### src/inc/cpf_pkg.sv
// Shared constants and carrier types of the charger protection monitor.
package cpf_pkg;

	// ****************************************************************
	// Timing
	// ****************************************************************
	localparam int unsigned CLK_MHZ         = 200;
	localparam int unsigned EVENT_PULSE_US  = 256;
	localparam int unsigned EVENT_PULSE_CYC = EVENT_PULSE_US * CLK_MHZ;
	localparam int unsigned SOFT_START_US   = 100;
	localparam int unsigned SOFT_START_CYC  = SOFT_START_US * CLK_MHZ;
	localparam int unsigned HICCUP_OFF_US   = 100;
	localparam int unsigned HICCUP_OFF_CYC  = HICCUP_OFF_US * CLK_MHZ;
	localparam int unsigned TIMER_TICK_US   = 1000;
	localparam int unsigned TIMER_TICK_CYC  = TIMER_TICK_US * CLK_MHZ;
	localparam logic [2:0]  HICCUP_RETRIES  = 3'h7;

	// ****************************************************************
	// Register map
	// ****************************************************************
	localparam logic [11:0] CTRL_OFS   = 12'h000;
	localparam logic [11:0] FAULT_OFS  = 12'h004;
	localparam logic [11:0] STATUS_OFS = 12'h008;

	localparam int CTRL_OVSEL_LSB  = 0;
	localparam int CTRL_BOOST_BIT  = 2;
	localparam int CTRL_PRECH_LSB  = 3;
	localparam int CTRL_SHIPX_BIT  = 7;
	localparam logic [1:0] OVSEL_RESET = 2'h1;
	localparam logic [3:0] PRECH_RESET = 4'h3;

	localparam int FAULT_CODE_LSB  = 0;
	localparam int FAULT_BOOST_BIT = 2;
	localparam int FAULT_BATOV_BIT = 3;

	localparam int STAT_THERM_BIT  = 0;
	localparam int STAT_BATSW_BIT  = 1;
	localparam int STAT_DEPL_BIT   = 2;
	localparam int STAT_OCL_BIT    = 3;
	localparam int STAT_HICC_BIT   = 4;
	localparam int STAT_RETRY_LSB  = 5;

	// ****************************************************************
	// Encodings
	// ****************************************************************
	localparam logic [1:0] CODE_NONE  = 2'h0;
	localparam logic [1:0] CODE_INPOV = 2'h1;
	localparam logic [1:0] CODE_TSHUT = 2'h2;

	localparam logic [1:0] CUR_OFF   = 2'h0;
	localparam logic [1:0] CUR_SHORT = 2'h1;
	localparam logic [1:0] CUR_PRECH = 2'h2;
	localparam logic [1:0] CUR_FAST  = 2'h3;

	localparam int SENSE_W = 14;

	// ****************************************************************
	// Carriers
	// ****************************************************************
	typedef struct packed {
		logic input_overvoltage;
		logic input_ov_below_hyst;
		logic system_overvoltage;
		logic boost_short;
		logic boost_output_ov;
		logic temp_over_reg;
		logic temp_over_shut;
		logic temp_below_hyst;
		logic battery_overvoltage;
		logic battery_depleted;
		logic battery_below_short;
		logic battery_below_low;
		logic battery_switch_oc;
		logic input_valid;
	} cpf_sense_type;

	typedef struct packed {
		logic       converter_halt;
		logic       system_sink_en;
		logic       boost_run;
		logic       boost_soft_start;
		logic       reverse_block_switch_q;
		logic       battery_switch;
		logic       charge_enable;
		logic       direct_charge_en;
		logic       thermal_reduce;
		logic       term_inhibit;
		logic [1:0] charge_current_mode;
		logic [3:0] precharge_current_sel;
		logic [1:0] input_ov_threshold_sel;
	} cpf_power_type;

	typedef struct packed {
		logic [1:0] charge_fault_code;
		logic       boost_fault;
		logic       battery_ov_flag;
	} cpf_fault_type;

	typedef enum logic [2:0] {
		BST_OFF,
		BST_SOFT,
		BST_RUN,
		BST_HICCUP
	} cpf_boost_type;

endpackage

### src/verilog/cpf_sync.sv
// Two-stage synchroniser for a group of comparator levels.
`timescale 1ns/1ps

module cpf_sync #(
	parameter int W = 1
) (
	// Clock and reset
	input  wire logic         clk,
	input  wire logic         reset,
	// Data
	input  wire logic [W-1:0] d,
	output logic      [W-1:0] q
);

	logic [W-1:0] meta_r;

	always_ff @(posedge clk)
	begin
		if (reset)
		begin
			meta_r <= '0;
			q      <= '0;
		end
		else
		begin
			meta_r <= d;
			q      <= meta_r;
		end
	end

endmodule

### src/verilog/cpf_event_pulse.sv
// Fixed-width active-low pulse generator for host events.
`timescale 1ns/1ps

module cpf_event_pulse #(
	parameter int unsigned LEN = 51200
) (
	// Clock and reset
	input  wire logic clk,
	input  wire logic reset,
	// Event in, pulse out
	input  wire logic event_in,
	output logic      pulse_n
);

	logic [31:0] cnt_r;

	// Events during a running pulse merge into it, so the host sees one low.
	always_ff @(posedge clk)
	begin
		if (reset)
		begin
			cnt_r   <= 32'h0;
			pulse_n <= 1'b1;
		end
		else if (cnt_r != 32'h0)
		begin
			cnt_r   <= cnt_r - 32'h1;
			pulse_n <= (cnt_r == 32'h1);
		end
		else if (event_in)
		begin
			cnt_r   <= LEN;
			pulse_n <= 1'b0;
		end
	end

	property p_pulse_len;
		@(posedge clk) disable iff (reset)
		$fell(pulse_n) |-> (cnt_r == LEN) ##1 !pulse_n [*8];
	endproperty
	a_pulse_len: assert property (p_pulse_len)
		else $error("event pulse shorter than expected");

endmodule

### src/verilog/cpf_monitor.sv
// Protection and fault monitor of a buck/boost single-cell charger.
`timescale 1ns/1ps

// Summary of operation
// - Halt switching when input exceeds selected over-voltage threshold; selector default 6.5V.
// - Each rise of input over-voltage produces one host event.
// - Charge fault code reads 01 while input over-voltage persists, unless buck thermal shutdown sets 10.
// - Code returns to 00 only after hysteresis clearance and a fault read.
// - Charging resumes by itself when input over-voltage deasserts.
// - System over-voltage stops switching and enables the system sink.
// - Every boost enable starts with a soft-start phase.
// - Boost short opens reverse-blocking switch and retries hiccup-style, seven times.
// - Short after all retries clears boost enable, sets boost fault, raises event.
// - Host re-enabling boost clears the boost fault flag.
// - Boost output over-voltage stops, clears enable, sets boost fault, raises event.
// - Buck thermal regulation reduces current and sets the regulation flag.
// - During thermal regulation safety timer runs half rate, termination inhibited.
// - Buck thermal shutdown halts converter, code 10, raises event.
// - Buck converter restarts after temperature falls below hysteresis band.
// - Boost shutdown opens battery switch, clears enable; switch returns after hysteresis.
// - Battery over-voltage stops charging and direct charging, sets flag, event.
// - Battery depletion opens battery switch, latched until valid input appears.
// - Recovery charges at short current, then precharge between thresholds.
// - Battery switch over-current latches switch off until ship-mode exit.
// - Each host event is one active-low 256us pulse.
// - Fault read returns history first, live faults on the following read.

module cpf_monitor #(
	parameter int unsigned EVENT_CYC  = cpf_pkg::EVENT_PULSE_CYC,
	parameter int unsigned SOFT_CYC   = cpf_pkg::SOFT_START_CYC,
	parameter int unsigned HICCUP_CYC = cpf_pkg::HICCUP_OFF_CYC,
	parameter int unsigned TICK_CYC   = cpf_pkg::TIMER_TICK_CYC
) (
	// Clock and reset
	input  wire logic                   clk,
	input  wire logic                   reset,
	// APB slave
	input  wire logic                   psel,
	input  wire logic                   penable,
	input  wire logic                   pwrite,
	input  wire logic [11:0]            paddr,
	input  wire logic [31:0]            pwdata,
	output logic      [31:0]            prdata,
	output logic                        pready,
	output logic                        pslverr,
	// Analog comparators
	input  wire cpf_pkg::cpf_sense_type sense,
	// Power stage control
	output cpf_pkg::cpf_power_type      power,
	output logic                        safety_tick,
	// Host event line
	output logic                        host_event_pulse_n
);

	// ****************************************************************
	// Synchronised indications
	// ****************************************************************
	cpf_pkg::cpf_sense_type s;

	cpf_sync #(
		.W (cpf_pkg::SENSE_W)
	) u_sync (
		.clk   (clk),
		.reset (reset),
		.d     (sense),
		.q     (s)
	);

	// ****************************************************************
	// Register bus
	// ****************************************************************
	logic [1:0]          input_ov_threshold_sel_r;
	logic                boost_enable_bit_r;
	logic [3:0]          precharge_current_sel_r;
	cpf_pkg::cpf_fault_type live;
	cpf_pkg::cpf_fault_type hist_r;
	cpf_pkg::cpf_boost_type bst_r;
	logic [2:0]          retry_r;
	logic                thermal_regulation_flag_r;
	logic                depleted_r;
	logic                oc_latch_r;
	logic                boost_tshut_r;
	logic                buck_tshut_r;
	logic                iov_hold_r;
	logic                boost_fault_r;
	logic                boost_fault_set;
	logic                boost_hw_clear;
	logic [31:0]         rd_nxt;
	logic                wr_done;
	logic                fault_read;
	logic                boost_en_wr;
	logic                ship_exit;

	assign wr_done     = psel & penable & pready & pwrite;
	assign fault_read  = psel & penable & pready & !pwrite
		& (paddr == cpf_pkg::FAULT_OFS);
	assign boost_en_wr = wr_done & (paddr == cpf_pkg::CTRL_OFS)
		& pwdata[cpf_pkg::CTRL_BOOST_BIT];
	assign ship_exit   = wr_done & (paddr == cpf_pkg::CTRL_OFS)
		& pwdata[cpf_pkg::CTRL_SHIPX_BIT];

	always_comb
	begin
		rd_nxt = 32'h0;
		case (paddr)
			cpf_pkg::CTRL_OFS:
			begin
				rd_nxt[cpf_pkg::CTRL_OVSEL_LSB +: 2] = input_ov_threshold_sel_r;
				rd_nxt[cpf_pkg::CTRL_BOOST_BIT]      = boost_enable_bit_r;
				rd_nxt[cpf_pkg::CTRL_PRECH_LSB +: 4] = precharge_current_sel_r;
			end
			cpf_pkg::FAULT_OFS:
			begin
				rd_nxt[cpf_pkg::FAULT_CODE_LSB +: 2] = hist_r.charge_fault_code;
				rd_nxt[cpf_pkg::FAULT_BOOST_BIT]     = hist_r.boost_fault;
				rd_nxt[cpf_pkg::FAULT_BATOV_BIT]     = hist_r.battery_ov_flag;
			end
			cpf_pkg::STATUS_OFS:
			begin
				rd_nxt[cpf_pkg::STAT_THERM_BIT] = thermal_regulation_flag_r;
				rd_nxt[cpf_pkg::STAT_BATSW_BIT] = power.battery_switch;
				rd_nxt[cpf_pkg::STAT_DEPL_BIT]  = depleted_r;
				rd_nxt[cpf_pkg::STAT_OCL_BIT]   = oc_latch_r;
				rd_nxt[cpf_pkg::STAT_HICC_BIT]  = (bst_r == cpf_pkg::BST_HICCUP);
				rd_nxt[cpf_pkg::STAT_RETRY_LSB +: 3] = retry_r;
			end
			default:
			begin
				rd_nxt = 32'h0;
			end
		endcase
	end

	// Data are captured in the setup cycle so the access completes at once.
	always_ff @(posedge clk)
	begin
		if (reset)
		begin
			prdata  <= 32'h0;
			pready  <= 1'b0;
			pslverr <= 1'b0;
		end
		else
		begin
			prdata  <= rd_nxt;
			pready  <= psel & !penable;
			pslverr <= psel & !penable & (paddr != cpf_pkg::CTRL_OFS)
				& (paddr != cpf_pkg::FAULT_OFS)
				& (paddr != cpf_pkg::STATUS_OFS);
		end
	end

	always_ff @(posedge clk)
	begin
		if (reset)
		begin
			input_ov_threshold_sel_r <= cpf_pkg::OVSEL_RESET;
			precharge_current_sel_r  <= cpf_pkg::PRECH_RESET;
		end
		else if (wr_done & (paddr == cpf_pkg::CTRL_OFS))
		begin
			input_ov_threshold_sel_r <= pwdata[cpf_pkg::CTRL_OVSEL_LSB +: 2];
			precharge_current_sel_r  <= pwdata[cpf_pkg::CTRL_PRECH_LSB +: 4];
		end
	end

	// A fault clear in hardware beats a host write in the same cycle.
	always_ff @(posedge clk)
	begin
		if (reset)
			boost_enable_bit_r <= 1'b0;
		else if (boost_hw_clear)
			boost_enable_bit_r <= 1'b0;
		else if (wr_done & (paddr == cpf_pkg::CTRL_OFS))
			boost_enable_bit_r <= pwdata[cpf_pkg::CTRL_BOOST_BIT];
	end

	// ****************************************************************
	// Boost sequencing
	// ****************************************************************
	logic [31:0] bst_cnt_r;
	logic        boost_ov_stop;

	assign boost_ov_stop  = s.boost_output_ov & ((bst_r == cpf_pkg::BST_SOFT)
		| (bst_r == cpf_pkg::BST_RUN));
	assign boost_fault_set = boost_ov_stop | (s.boost_short
		& ((bst_r == cpf_pkg::BST_SOFT) | (bst_r == cpf_pkg::BST_RUN))
		& (retry_r == cpf_pkg::HICCUP_RETRIES));
	assign boost_hw_clear = boost_fault_set | (s.temp_over_shut
		& (bst_r != cpf_pkg::BST_OFF));

	always_ff @(posedge clk)
	begin
		if (reset)
		begin
			bst_r     <= cpf_pkg::BST_OFF;
			bst_cnt_r <= 32'h0;
			retry_r   <= 3'h0;
		end
		else if (boost_hw_clear | !boost_enable_bit_r)
		begin
			bst_r     <= cpf_pkg::BST_OFF;
			bst_cnt_r <= 32'h0;
		end
		else
		begin
			case (bst_r)
				cpf_pkg::BST_OFF:
				begin
					bst_r     <= cpf_pkg::BST_SOFT;
					bst_cnt_r <= SOFT_CYC;
					retry_r   <= 3'h0;
				end
				cpf_pkg::BST_SOFT, cpf_pkg::BST_RUN:
				begin
					if (s.boost_short)
					begin
						bst_r     <= cpf_pkg::BST_HICCUP;
						bst_cnt_r <= HICCUP_CYC;
					end
					else if (bst_cnt_r != 32'h0)
						bst_cnt_r <= bst_cnt_r - 32'h1;
					else
						bst_r <= cpf_pkg::BST_RUN;
				end
				cpf_pkg::BST_HICCUP:
				begin
					if (bst_cnt_r != 32'h0)
						bst_cnt_r <= bst_cnt_r - 32'h1;
					else
					begin
						retry_r   <= retry_r + 3'h1;
						bst_r     <= cpf_pkg::BST_SOFT;
						bst_cnt_r <= SOFT_CYC;
					end
				end
				default:
				begin
					bst_r <= cpf_pkg::BST_OFF;
				end
			endcase
		end
	end

	// ****************************************************************
	// Fault state
	// ****************************************************************
	always_ff @(posedge clk)
	begin
		if (reset)
			boost_fault_r <= 1'b0;
		else if (boost_fault_set)
			boost_fault_r <= 1'b1;
		else if (boost_en_wr)
			boost_fault_r <= 1'b0;
	end

	always_ff @(posedge clk)
	begin
		if (reset)
		begin
			iov_hold_r    <= 1'b0;
			buck_tshut_r  <= 1'b0;
			boost_tshut_r <= 1'b0;
		end
		else
		begin
			if (s.input_overvoltage)
				iov_hold_r <= 1'b1;
			else if (s.input_ov_below_hyst)
				iov_hold_r <= 1'b0;
			if (s.temp_over_shut & !boost_enable_bit_r)
				buck_tshut_r <= 1'b1;
			else if (s.temp_below_hyst)
				buck_tshut_r <= 1'b0;
			if (s.temp_over_shut & boost_enable_bit_r)
				boost_tshut_r <= 1'b1;
			else if (s.temp_below_hyst)
				boost_tshut_r <= 1'b0;
		end
	end

	always_ff @(posedge clk)
	begin
		if (reset)
		begin
			depleted_r <= 1'b0;
			oc_latch_r <= 1'b0;
		end
		else
		begin
			if (s.battery_depleted)
				depleted_r <= 1'b1;
			else if (s.input_valid)
				depleted_r <= 1'b0;
			if (s.battery_switch_oc)
				oc_latch_r <= 1'b1;
			else if (ship_exit)
				oc_latch_r <= 1'b0;
		end
	end

	always_comb
	begin
		live.charge_fault_code = buck_tshut_r ? cpf_pkg::CODE_TSHUT
			: iov_hold_r ? cpf_pkg::CODE_INPOV : cpf_pkg::CODE_NONE;
		live.boost_fault       = boost_fault_r;
		live.battery_ov_flag   = s.battery_overvoltage;
	end

	// History keeps the worst code since the last read; the read reloads it.
	always_ff @(posedge clk)
	begin
		if (reset)
			hist_r <= '0;
		else if (fault_read)
			hist_r <= live;
		else
		begin
			if ((live.charge_fault_code == cpf_pkg::CODE_TSHUT)
				| (hist_r.charge_fault_code == cpf_pkg::CODE_NONE))
				hist_r.charge_fault_code <= live.charge_fault_code;
			hist_r.boost_fault     <= hist_r.boost_fault | live.boost_fault;
			hist_r.battery_ov_flag <= hist_r.battery_ov_flag
				| live.battery_ov_flag;
		end
	end

	// ****************************************************************
	// Events
	// ****************************************************************
	logic iov_d_r;
	logic tshut_d_r;
	logic batov_d_r;
	logic event_any;

	always_ff @(posedge clk)
	begin
		if (reset)
		begin
			iov_d_r   <= 1'b0;
			tshut_d_r <= 1'b0;
			batov_d_r <= 1'b0;
		end
		else
		begin
			iov_d_r   <= s.input_overvoltage;
			tshut_d_r <= buck_tshut_r;
			batov_d_r <= s.battery_overvoltage;
		end
	end

	assign event_any = (s.input_overvoltage & !iov_d_r)
		| (buck_tshut_r & !tshut_d_r)
		| (s.battery_overvoltage & !batov_d_r)
		| boost_fault_set;

	cpf_event_pulse #(
		.LEN (EVENT_CYC)
	) u_pulse (
		.clk      (clk),
		.reset    (reset),
		.event_in (event_any),
		.pulse_n  (host_event_pulse_n)
	);

	// ****************************************************************
	// Power stage outputs
	// ****************************************************************
	logic [31:0] tick_cnt_r;
	logic        half_r;
	logic        therm_nxt;

	assign therm_nxt = s.temp_over_reg & !boost_enable_bit_r;

	always_ff @(posedge clk)
	begin
		if (reset)
		begin
			tick_cnt_r  <= 32'h0;
			half_r      <= 1'b0;
			safety_tick <= 1'b0;
			thermal_regulation_flag_r <= 1'b0;
		end
		else
		begin
			thermal_regulation_flag_r <= therm_nxt;
			tick_cnt_r  <= (tick_cnt_r == TICK_CYC - 1) ? 32'h0
				: tick_cnt_r + 32'h1;
			if (tick_cnt_r == TICK_CYC - 1)
				half_r <= !half_r;
			safety_tick <= (tick_cnt_r == TICK_CYC - 1)
				& (!thermal_regulation_flag_r | half_r);
		end
	end

	// The input hold latch is not used here, so charging restarts on release.
	always_ff @(posedge clk)
	begin
		if (reset)
		begin
			power <= '0;
			power.input_ov_threshold_sel <= cpf_pkg::OVSEL_RESET;
			power.precharge_current_sel  <= cpf_pkg::PRECH_RESET;
		end
		else
		begin
			power.converter_halt <= s.input_overvoltage
				| s.system_overvoltage | buck_tshut_r | boost_ov_stop;
			power.system_sink_en   <= s.system_overvoltage;
			power.boost_run        <= (bst_r == cpf_pkg::BST_SOFT)
				| (bst_r == cpf_pkg::BST_RUN);
			power.boost_soft_start <= (bst_r == cpf_pkg::BST_SOFT);
			power.reverse_block_switch_q <= (bst_r != cpf_pkg::BST_HICCUP);
			power.battery_switch   <= !(boost_tshut_r | depleted_r
				| oc_latch_r);
			power.charge_enable    <= !(s.battery_overvoltage
				| s.input_overvoltage | buck_tshut_r | boost_enable_bit_r);
			power.direct_charge_en <= !s.battery_overvoltage;
			power.thermal_reduce   <= therm_nxt;
			power.term_inhibit     <= therm_nxt;
			power.charge_current_mode <= s.battery_below_short
				? cpf_pkg::CUR_SHORT : s.battery_below_low
				? cpf_pkg::CUR_PRECH : cpf_pkg::CUR_FAST;
			power.precharge_current_sel  <= precharge_current_sel_r;
			power.input_ov_threshold_sel <= input_ov_threshold_sel_r;
		end
	end

	// ****************************************************************
	// Checks
	// ****************************************************************
	property p_iov_halt;
		@(posedge clk) disable iff (reset)
		s.input_overvoltage |=> power.converter_halt;
	endproperty
	a_iov_halt: assert property (p_iov_halt)
		else $error("input over-voltage did not halt converter");

	property p_iov_code;
		@(posedge clk) disable iff (reset)
		(s.input_overvoltage & !buck_tshut_r) |=>
			(live.charge_fault_code == cpf_pkg::CODE_INPOV) | buck_tshut_r;
	endproperty
	a_iov_code: assert property (p_iov_code)
		else $error("input over-voltage code missing");

	property p_code_hold;
		@(posedge clk) disable iff (reset)
		(hist_r.charge_fault_code == cpf_pkg::CODE_INPOV) & !fault_read
			|=> hist_r.charge_fault_code != cpf_pkg::CODE_NONE;
	endproperty
	a_code_hold: assert property (p_code_hold)
		else $error("fault code cleared without a read");

	property p_sysov;
		@(posedge clk) disable iff (reset)
		s.system_overvoltage |=> power.system_sink_en & power.converter_halt;
	endproperty
	a_sysov: assert property (p_sysov)
		else $error("system over-voltage not handled");

	property p_soft;
		@(posedge clk) disable iff (reset)
		(bst_r == cpf_pkg::BST_OFF) ##1 (bst_r != cpf_pkg::BST_OFF)
			|-> (bst_r == cpf_pkg::BST_SOFT);
	endproperty
	a_soft: assert property (p_soft)
		else $error("boost started without soft-start");

	property p_boost_fault;
		@(posedge clk) disable iff (reset)
		boost_fault_set |=> boost_fault_r & !boost_enable_bit_r
			& (bst_r == cpf_pkg::BST_OFF);
	endproperty
	a_boost_fault: assert property (p_boost_fault)
		else $error("boost fault not latched");

	property p_boost_ev;
		@(posedge clk) disable iff (reset)
		boost_fault_set & host_event_pulse_n & (u_pulse.cnt_r == 32'h0)
			|=> !host_event_pulse_n;
	endproperty
	a_boost_ev: assert property (p_boost_ev)
		else $error("boost fault raised no event");

	property p_tshut;
		@(posedge clk) disable iff (reset)
		$rose(buck_tshut_r) |-> live.charge_fault_code == cpf_pkg::CODE_TSHUT
			##1 power.converter_halt;
	endproperty
	a_tshut: assert property (p_tshut)
		else $error("thermal shutdown not reported");

	property p_batsw;
		@(posedge clk) disable iff (reset)
		$rose(oc_latch_r) |=> !power.battery_switch [*2];
	endproperty
	a_batsw: assert property (p_batsw)
		else $error("battery switch not opened on over-current");

	c_hiccup: cover property (@(posedge clk) disable iff (reset)
		bst_r == cpf_pkg::BST_HICCUP);
	c_fault_read: cover property (@(posedge clk) disable iff (reset)
		fault_read & (hist_r.charge_fault_code != cpf_pkg::CODE_NONE));
	c_therm: cover property (@(posedge clk) disable iff (reset)
		$rose(thermal_regulation_flag_r));

endmodule

### config.mk
export PLATFORM = sky130hd
export DESIGN_NAME = cpf_monitor
export DESIGN_NICKNAME = d
export VERILOG_FILES = /design/src/inc/cpf_pkg.sv /design/src/verilog/cpf_sync.sv /design/src/verilog/cpf_event_pulse.sv /design/src/verilog/cpf_monitor.sv
export SDC_FILE = /design/constraint.sdc
export NUM_CORES = 1
export LEC_CHECK = 0
export BUFFER_PORTS_ARGS = -buffer_cell sky130_fd_sc_hd__buf_2
export CAP_MARGIN = 40
export CORE_UTILIZATION = 55
export DETAILED_ROUTE_END_ITERATION = 8
export PLACE_DENSITY = 0.79
export SYNTH_ARGS = -nofsm -noshare
export SYNTH_HDL_FRONTEND = slang
export SYNTH_SLANG_ARGS = --single-unit
export TNS_END_PERCENT = 10
### constraint.sdc
create_clock -name clk -period 5.95 [get_ports clk]
set_input_delay 1.785 -clock clk [delete_from_list [all_inputs] [get_ports clk]]
set_output_delay 1.785 -clock clk [all_outputs]
set_load 0.05 [all_outputs]
==> impl_metrics.toml, run 1 <==
[run_status]
status = "finished clean"

[route]
vias = 6130
avgViaCountPerCell = 5.553
wire_per_inst_um = 13.98
drt_wl_total_um = 15430
antenna_left = 0
drt_iter0_drc = 415
first_pass_iters = 5
drc = 0

[worst_setup_path]
path_class = "in -> reg"
cp-startpoint = "paddr[9]"
required_ns = 6.25
reg2reg_depth = 5
slowest_stage = "or4_1"
startpoint_type = "primary input"
crit_chain = "buf_2, or4_1, nor4_1, buf_4, nand2_1, o21ai_0, a21oi_1"
end_kind = "flop"
worst_ep_arrival_time_ns = 3.59
slowest_delay_ns = 0.54
crit_path_max_fanout = 9
r2r-start = "u_pulse.cnt_r[12]"

[finish]
fillers = 1102
nets = 989
regArea_mm2 = 0.003583
area_growth_pct = 12.40
drive_above_1_share_pct = 14.22
antenna_cells = 0
multiInputGateArea_mm2 = 0.003749
final_core_util_pct = 64.39

[yosys]
ys_ff_latch = 179
synth_top_area_share_pct = 46.68
synth_area_mm2 = 0.007676
synth_common_cells = "dfxtp_1, nor2_1, nand2_1"
syn_avg_cell_area_um2 = 8.936
syn_inst = 859
synth_ff_type = "dfxtp_1"
synthTopCellsByArea = "dfxtp_1, nor2_1, xnor2_1"
async_flop_share_pct = 0
synth.yosys.seq_area_share_pct = 46.68
synth_edf_count = 0
yosys_warnings = 0
synth_top_area_cell = "dfxtp_1"
synth_cell_types = 56
yosys.cell_count.top_type = "dfxtp_1"

[timing]
slew_violations = 0
fin_skew_ns = 0.01251
setup_tns_ns = 0
setup_viol = 0
fmax_ghz = 0.3036
hold_viol = 0
grt_setup_unrepaired = "false"
max-slew-margin-rel_pct = 47.16
final.period_utilization_pct = 55.37
fin_crit_ns = 3.294
worst_slack_ns = 2.656
worstMarginPinSlew_ns = 0.7854

[power]
p_switching_w = 0.001015
seq_power_share_pct = 43.3
clockPowerShare_pct = 35.0
p_comb_share_pct = 21.8
p_leak_nw = 3.698
swShare_pct = 32.03
internal_power_w = 0.002154
max-vdd-ir-drop_mv = 0.2842
powerDensity_mw_per_mm2 = 367.2

[die]
die_w_um = 120.1
fp.dieArea_mm2 = 0.01443
initial_utilization_pct = 57.28
rows = 42
ios = 117
core-area_mm2 = 0.01340
die_h_um = 120.1

[cts]
worstSkewPairLatency_ns = 0.44
cts_tree = "built"
h-tree-depth = 4
hold_buffers = 0
post_cts_buffers = 0
ctsResizeCount = 0
cts_sinks = 179
cts-root-buf = "clkbuf_16"
cts_made_buffers = 17
cts_buffer_depth = 2
clk_pin_slew_ns = 0.07

[worst_hold_path]
hold_depth = 1
hp-class = "reg -> reg"
hold_path_startpoint = "u_sync.q[2]"

[run]
cap_violations = 0

[grt]
grt.overflow.total = 0
grt_max_degree = 54
top_usage_layer = "met2"
grt_usage_pct = 21.93
grt_pass1_vias = 5510
use_met2_pct = 34.09
antenna_found_initial = 0
grt_util_met3_pct = 5.133
grt_use_met1_pct = 29.24
grt_pass1_wl_um = 25440

[placed_design]
place_ws_ns = 2.239
hpwlAfterDp_um = 10260
gp_congestion = 0.8273
io_buffers = 68
[metal layers]
layer,vias up,share of wire (%)
li1,3103,-
met1,2864,47
met2,145,47
met3,18,4.5
met4,0,1.5
met5,-,0
[registers in the layout, indices dropped and copies added (netlist names), 3 cells and up]
| signal | count |
|---|---|
| retry_r | 3 |
| bst_cnt_r | 32 |
| u_sync.meta_r | 14 |
| tick_cnt_r | 32 |
| u_sync.q | 14 |
| prdata | 8 |
| hist_r | 4 |
| power | 17 |
| u_pulse.cnt_r | 32 |
| precharge_current_sel_r | 4 |
[worst paths after layout]
check	to	slack, ns
max	boost_fault_r	2.66
min	power[6]	0.41
min reg2reg	power[6]	0.41
max reg2reg	u_pulse.cnt_r[27]	2.89
[power groups by stage]
stage	sequential [W]	combinational, W	clock [W]
6_report	0.00137	0.000690	0.00111
5_1_grt	0.00138	0.000763	0.00117
4_1_cts	0.00137	0.000686	0.00112
3_5_place_dp	0.00139	0.000678	0
3_3_place_gp	0.00139	0.000664	0
2_1_floorplan	0.00140	0.000582	0
[worst max-delay path, delay by kind of cell]
family / cells / cell delay [ns]
AOI/OAI and AO/OA: 2 / 0.41
buffers and inverters: 2 / 0.29
and+or+nand+nor: 3 / 1.09
[cell families after synthesis]
logic type / after synthesis / share of synthesized area [%]
AND/OR/NAND/NOR: 394 / 27.86
flip-flops: 179 / 46.68
AO/OA/AOI/OAI: 118 / 9.715
buffers and inverters: 87 / 5.770
XOR/XNOR: 56 / 6.390
multiplexers: 13 / 1.744
adder cells (fa/ha/maj): 11 / 1.793
other: 1 / 0.04885
[metrics by stage]
stage	power, W	cells	hold WS [ns]	cell area [um2]
after floorplan	0.001979	882	0.3890	7762
after global placement	0.002056	1071	0.3928	8035
after detailed placement	0.002073	1072	0.4004	8043
after CTS	0.003178	1104	0.4125	8628
after global routing	0.003316	1104	0.4152	8628
final	0.003169	1104	0.4079	8628
[cell type report]
type | instances | share of cell area (%)
clock inverter | 15 | 1.856
sequential | 179 | 41.53
multi-input combinational | 616 | 43.45
tap | 176 | 2.552
inverter | 26 | 1.131
clock buffer | 17 | 4.930
timing repair buffer | 75 | 4.553
[placed cells by master (no fill, tap or decap), drive strengths merged, types with 4 or more instances in the layout]
cell and count:
a211oi 5, o41ai 5, or2 10, buf 75, nand2b 5, nor3 23
nand2 46, or3 26, nor3b 7, a21oi 44, o31ai 11, nor4b 4
and2 6, and4 5, dfxtp 179, mux2i 10, nor2 105, a22oi 7
and3 10, ha 11, xor2 22, nor4 32, nand3 25, nor2b 38
inv 34, nand4 15, xnor2 34, conb 24, or4 27, clkbuf 17
o21ai 24
(Power assumes the default switching activity.)
==> run 2, diff against run 1 <==
--- a/config.mk
+++ b/config.mk
@@ -7,9 +7,9 @@
 export LEC_CHECK = 0
 export BUFFER_PORTS_ARGS = -buffer_cell sky130_fd_sc_hd__buf_2
 export CAP_MARGIN = 40
-export CORE_UTILIZATION = 55
+export CORE_UTILIZATION = 51
 export DETAILED_ROUTE_END_ITERATION = 8
-export PLACE_DENSITY = 0.79
+export PLACE_DENSITY = 0.77
 export SYNTH_ARGS = -nofsm -noshare
 export SYNTH_HDL_FRONTEND = slang
 export SYNTH_SLANG_ARGS = --single-unit
==> constraint.sdc (replaced) <==
create_clock -name clk -period 3 [get_ports clk]
set_input_delay 0.9 -clock clk [delete_from_list [all_inputs] [get_ports clk]]
set_output_delay 0.9 -clock clk [all_outputs]
set_load 0.05 [all_outputs]
==> run 2 against run 1 <==
Effect of this change: via count grew 0.31%; routed wire length fell by 0.51%; first-iteration DRC count is 16% lower; sequential share of layout area is 0.28 points lower; setup slack got worse by 2.3 ns; final cell count rose by 1.5%; global-route usage decreased by 1.4 points; utilization shrank 4.8 points; count of clock-buffer cells in the layout did not move; clock skew shrank 0.0076 ns; clock power up 91%; critical endpoint is now bst_cnt_r[25].
==> impl_metrics.toml, run 2 (synthesis gave the netlist of run 1 again) <==
[worst_hold_path]
hp-class = "reg -> reg"
hold_path_startpoint = "u_sync.q[2]"
hold_depth = 1
whs_endpoint = "power[6]"

[route]
drt_wl_total_um = 15350
wire_per_inst_um = 13.70
drt_iter0_drc = 350
vias = 6149
antenna_left = 0
first_pass_iters = 4
drc = 0
avgViaCountPerCell = 5.485

[grt]
grt_max_degree = 45
antenna_found_initial = 0
grt.overflow.total = 0
grt_usage_pct = 20.52
grt_pass1_wl_um = 26230
grt_pass1_vias = 5589

[cts]
ctsResizeCount = 0
hold_buffers = 0
clk_pin_slew_ns = 0.07
cts_buffer_depth = 2
h-tree-depth = 4
worstSkewPairLatency_ns = 0.43
cts_made_buffers = 17
cts_sinks = 179
post_cts_buffers = 0
cts_tree = "built"
cts-root-buf = "clkbuf_16"

[worst_setup_path]
slowest_delay_ns = 0.70
slowest_stage = "or4b_2"
required_ns = 3.37
reg2reg_depth = 5
r2r-start = "bst_cnt_r[18]"
path_class = "reg -> reg"
cp-startpoint = "bst_cnt_r[18]"
r2r_slack_ns = 0.41
r2r-end = "bst_cnt_r[25]"
worst_ep_arrival_time_ns = 2.96
crit_chain = "or4_1, nor3_1, nand2_1, or4b_2, a21oi_1"
startpoint_type = "flop"
crit_path_max_fanout = 9
end_kind = "flop"

[die]
core-area_mm2 = 0.01459
fp.dieArea_mm2 = 0.01555
rows = 44
die_w_um = 124.7
die_h_um = 124.7
initial_utilization_pct = 52.62
ios = 117

[power]
power_w = 0.006296
p_leak_nw = 3.741
powerDensity_mw_per_mm2 = 724.8
max-vdd-ir-drop_mv = 0.6973

[finish]
nets = 998
area_growth_pct = 13.17
final_core_util_pct = 59.55
final_cell_mix = "dfxtp_1, nor2_1, buf_2, nand2_1, a21oi_1"
fillers = 1250
drive_above_1_share_pct = 14.83
antenna_cells = 0
final_common_cell = "dfxtp_1"
regArea_mm2 = 0.003583
top_regs = "bst_cnt_r (32), tick_cnt_r (32), u_pulse.cnt_r (32)"
multiInputGateArea_mm2 = 0.003736

[run_status]
status = "finished clean"

[timing]
fin_skew_ns = 0.004869
hold_viol = 0
final.period_utilization_pct = 86.50
fin_crit_ns = 2.595
setup_tns_ns = 0
worstMarginPinSlew_ns = 0.5898
slew_violations = 0
grt_setup_unrepaired = "false"
setup_viol = 0
max-slew-margin-rel_pct = 59.67
fmax_ghz = 0.3854

[placed_design]
hpwlAfterDp_um = 10530
io_buffers = 68
gp_congestion = 0.7900

[run]
cap_violations = 0
## run 2: worst max-delay path by stage
stage                         endpoint  slack (ns)  cells after the start
floorplan           boost_enable_bit_r        0.04                      5
global placement    boost_enable_bit_r        0.25                      6
detailed placement  boost_enable_bit_r        0.21                      6
CTS                      bst_cnt_r[25]        0.42                      5
global route             bst_cnt_r[25]        0.26                      5
finish                   bst_cnt_r[25]        0.41                      5
## run 2: final cells by class
type	instances	area share, %
inverter	26	1.123
clock buffer	17	4.897
tap	184	2.650
sequential	179	41.25
multi-input combinational	616	43.01
timing repair buffer	84	5.444
clock inverter	15	1.628
## run 2: per-stage QoR
stage	cell area, um2	setup WS [ns]	hold slack, ns	cells
2_1_floorplan	7762	0.04305	0.3890	882
3_3_place_gp	8120	0.2549	0.3930	1089
3_5_place_dp	8120	0.2134	0.4112	1089
4_1_cts	8687	0.4208	0.4228	1121
5_1_grt	8687	0.2588	0.4382	1121
6_report	8687	0.4051	0.4231	1121
## run 2: report_power, final
group / switching (W) / total, W / internal (W)
Combinational: 0.000870 / 0.00145 / 0.000584
Clock: 0.00102 / 0.00212 / 0.00110
Sequential: 0.000161 / 0.00272 / 0.00256
## run 2: critical path, delay by kind of cell (launching register included)
family,cells,cell delay [ns]
AO/OA/AOI/OAI,1,0.15
flip-flops,1,0.35
AND/OR/NAND/NOR,4,2.03
## run 2: metal layers
| metal | vias up | part of all wire, % | GRT usage [%] | wire length [um] |
|---|---|---|---|---|
| met3 | 20 | 4.1 | 4.897 | 627 |
| li1 | 3110 | - | - | - |
| met2 | 134 | 45 | 32.11 | 6965 |
| met4 | 0 | 1.3 | 7.300 | 195 |
| met1 | 2885 | 49 | 27.52 | 7565 |
| met5 | - | 0 | 0 | 0 |
==> run 3, diff against run 2 <==
--- a/config.mk
+++ b/config.mk
@@ -7,9 +7,11 @@
 export LEC_CHECK = 0
 export BUFFER_PORTS_ARGS = -buffer_cell sky130_fd_sc_hd__buf_2
 export CAP_MARGIN = 40
+export CORE_ASPECT_RATIO = 0.7
 export CORE_UTILIZATION = 51
 export DETAILED_ROUTE_END_ITERATION = 8
 export PLACE_DENSITY = 0.77
+export REMOVE_ABC_BUFFERS = 1
 export SYNTH_ARGS = -nofsm -noshare
 export SYNTH_HDL_FRONTEND = slang
 export SYNTH_SLANG_ARGS = --single-unit
==> run 3 against run 2 <==
Effect of this change: sequential share of layout area shrank 0.27 points; combinational power is essentially flat; hold slack lost 0.0091 ns; clock power grew 6%; global-route usage grew 1.0 points; flip-flop and latch count is the same; sequential power is essentially flat; utilization is essentially flat; largest power group unchanged.
==> impl_metrics.toml, run 3 (synthesis gave the netlist of run 1 again) <==
[die]
ios = 117
core-area_mm2 = 0.01468
die_h_um = 104.6
initial_utilization_pct = 52.31
rows = 37
die_w_um = 148.6
fp.dieArea_mm2 = 0.01555

[route]
antenna_left = 0
vias = 6146
first_pass_iters = 5
drt_iter0_drc = 333
drt_wl_total_um = 15800
avgViaCountPerCell = 5.429
wire_per_inst_um = 13.96
drc = 0

[cts]
ctsResizeCount = 0
post_cts_buffers = 0
h-tree-depth = 4
cts_buffer_depth = 2
hold_buffers = 0
worstSkewPairLatency_ns = 0.42
cts_sinks = 179
cts_tree = "built"
cts-root-buf = "clkbuf_16"
clk_pin_slew_ns = 0.06
cts_made_buffers = 17

[power]
p_comb_share_pct = 22.7
clockPowerShare_pct = 34.9
powerDensity_mw_per_mm2 = 735.8
p_switching_w = 0.001888
seq_power_share_pct = 42.4
internal_power_w = 0.004547
max-vdd-ir-drop_mv = 0.3737
p_leak_nw = 3.764
swShare_pct = 29.34

[finish]
layout.cells.non_filler = 1132
antenna_cells = 0
final_common_cell = "dfxtp_1"
final_cell_mix = "dfxtp_1, nor2_1, buf_2, nand2_1, a21oi_1"
area_growth_pct = 13.92
nets = 999
drive_above_1_share_pct = 14.62
top_regs = "bst_cnt_r (32), tick_cnt_r (32), u_pulse.cnt_r (32)"

[timing]
fin_skew_ns = 0.006710
worstMarginPinSlew_ns = 0.5814
setup_viol = 0
grt_setup_unrepaired = "false"
setup_tns_ns = 0
timing.hold.ws_ns = 0.4140
slew_violations = 0
max-slew-margin-rel_pct = 60.89
fmax_ghz = 0.3762
final.period_utilization_pct = 88.61
hold_viol = 0
fin_crit_ns = 2.658

[grt]
grt_usage_pct = 21.56
grt.overflow.total = 0
grt_pass1_wl_um = 26650
grt_max_degree = 36
antenna_found_initial = 0
grt_pass1_vias = 5470

[worst_setup_path]
startpoint_type = "flop"
end_kind = "flop"
crit_path_max_fanout = 18
worst_ep_arrival_time_ns = 2.97
required_ns = 3.31
path_class = "reg -> reg"

[placed_design]
gp_congestion = 0.8895
hpwlAfterDp_um = 11260
dp_cells = 1101
io_buffers = 68

[worst_hold_path]
hp-class = "reg -> reg"

[run_status]
status = "finished clean"

[run]
cap_violations = 0
run 3: cell types whose count changed in the layout (fill, tap and decap cells not counted), sizes merged:
cell	change
buf	+1
clkinvlp	+1
clkbuf	+5
clkinv	-1
bufinv	+3
inv	-9
run 3: stage by stage:
stage          total power (W)  worst slack, ns  area (um2)  utilization, %
4_1_cts               0.006484           0.3509        8745           59.59
3_3_place_gp          0.004209           0.2102        8142           55.48
6_report              0.006435           0.3416        8745           59.59
5_1_grt               0.006794           0.2579        8745           59.59
3_5_place_dp          0.004229           0.1682        8142           55.48
2_1_floorplan         0.003834          0.04306        7417               -
run 3: cell type report:
class,instances,area (um2)
Clock buffer,22,474.2
Clock inverter,9,128.9
Fill cell,1268,5931
Inverter,26,97.59
Multi-Input combinational cell,616,3736
Sequential cell,179,3583
Tap cell,195,244.0
Timing Repair Buffer,85,480.5
run 3: power groups by stage:
stage	sequential (W)	clock [W]	combinational, W
2_1_floorplan	0.00277	0	0.00106
3_3_place_gp	0.00277	0	0.00144
3_5_place_dp	0.00277	0	0.00146
4_1_cts	0.00272	0.00230	0.00146
5_1_grt	0.00275	0.00241	0.00163
6_report	0.00273	0.00225	0.00146
run 3: critical path: stages, from the launching register on:
cell	delay, ns
dfxtp_1	0.35
or4_4	0.57
or3_1	0.38
or4_4	0.61
o21ai_4	0.36
buf_12	0.20
o22ai_1	0.07
run 3: path summary, 6_finish.rpt:
check	startpoint	end	slack, ns	depth (start not counted)
min	u_sync.q[2]	power[6]	0.41	1
max reg2reg	u_pulse.cnt_r[12]	u_pulse.cnt_r[27]	0.34	6
min reg2reg	u_sync.q[2]	power[6]	0.41	1
max	u_pulse.cnt_r[12]	u_pulse.cnt_r[27]	0.34	6
run 3: layer usage:
layer	GRT usage, %	up-vias	share of wire (%)
met2	31.44	172	42
li1	-	3122	-
met5	0	-	0
met1	30.50	2830	51
met3	5.109	22	5.7
met4	8.395	0	1.6
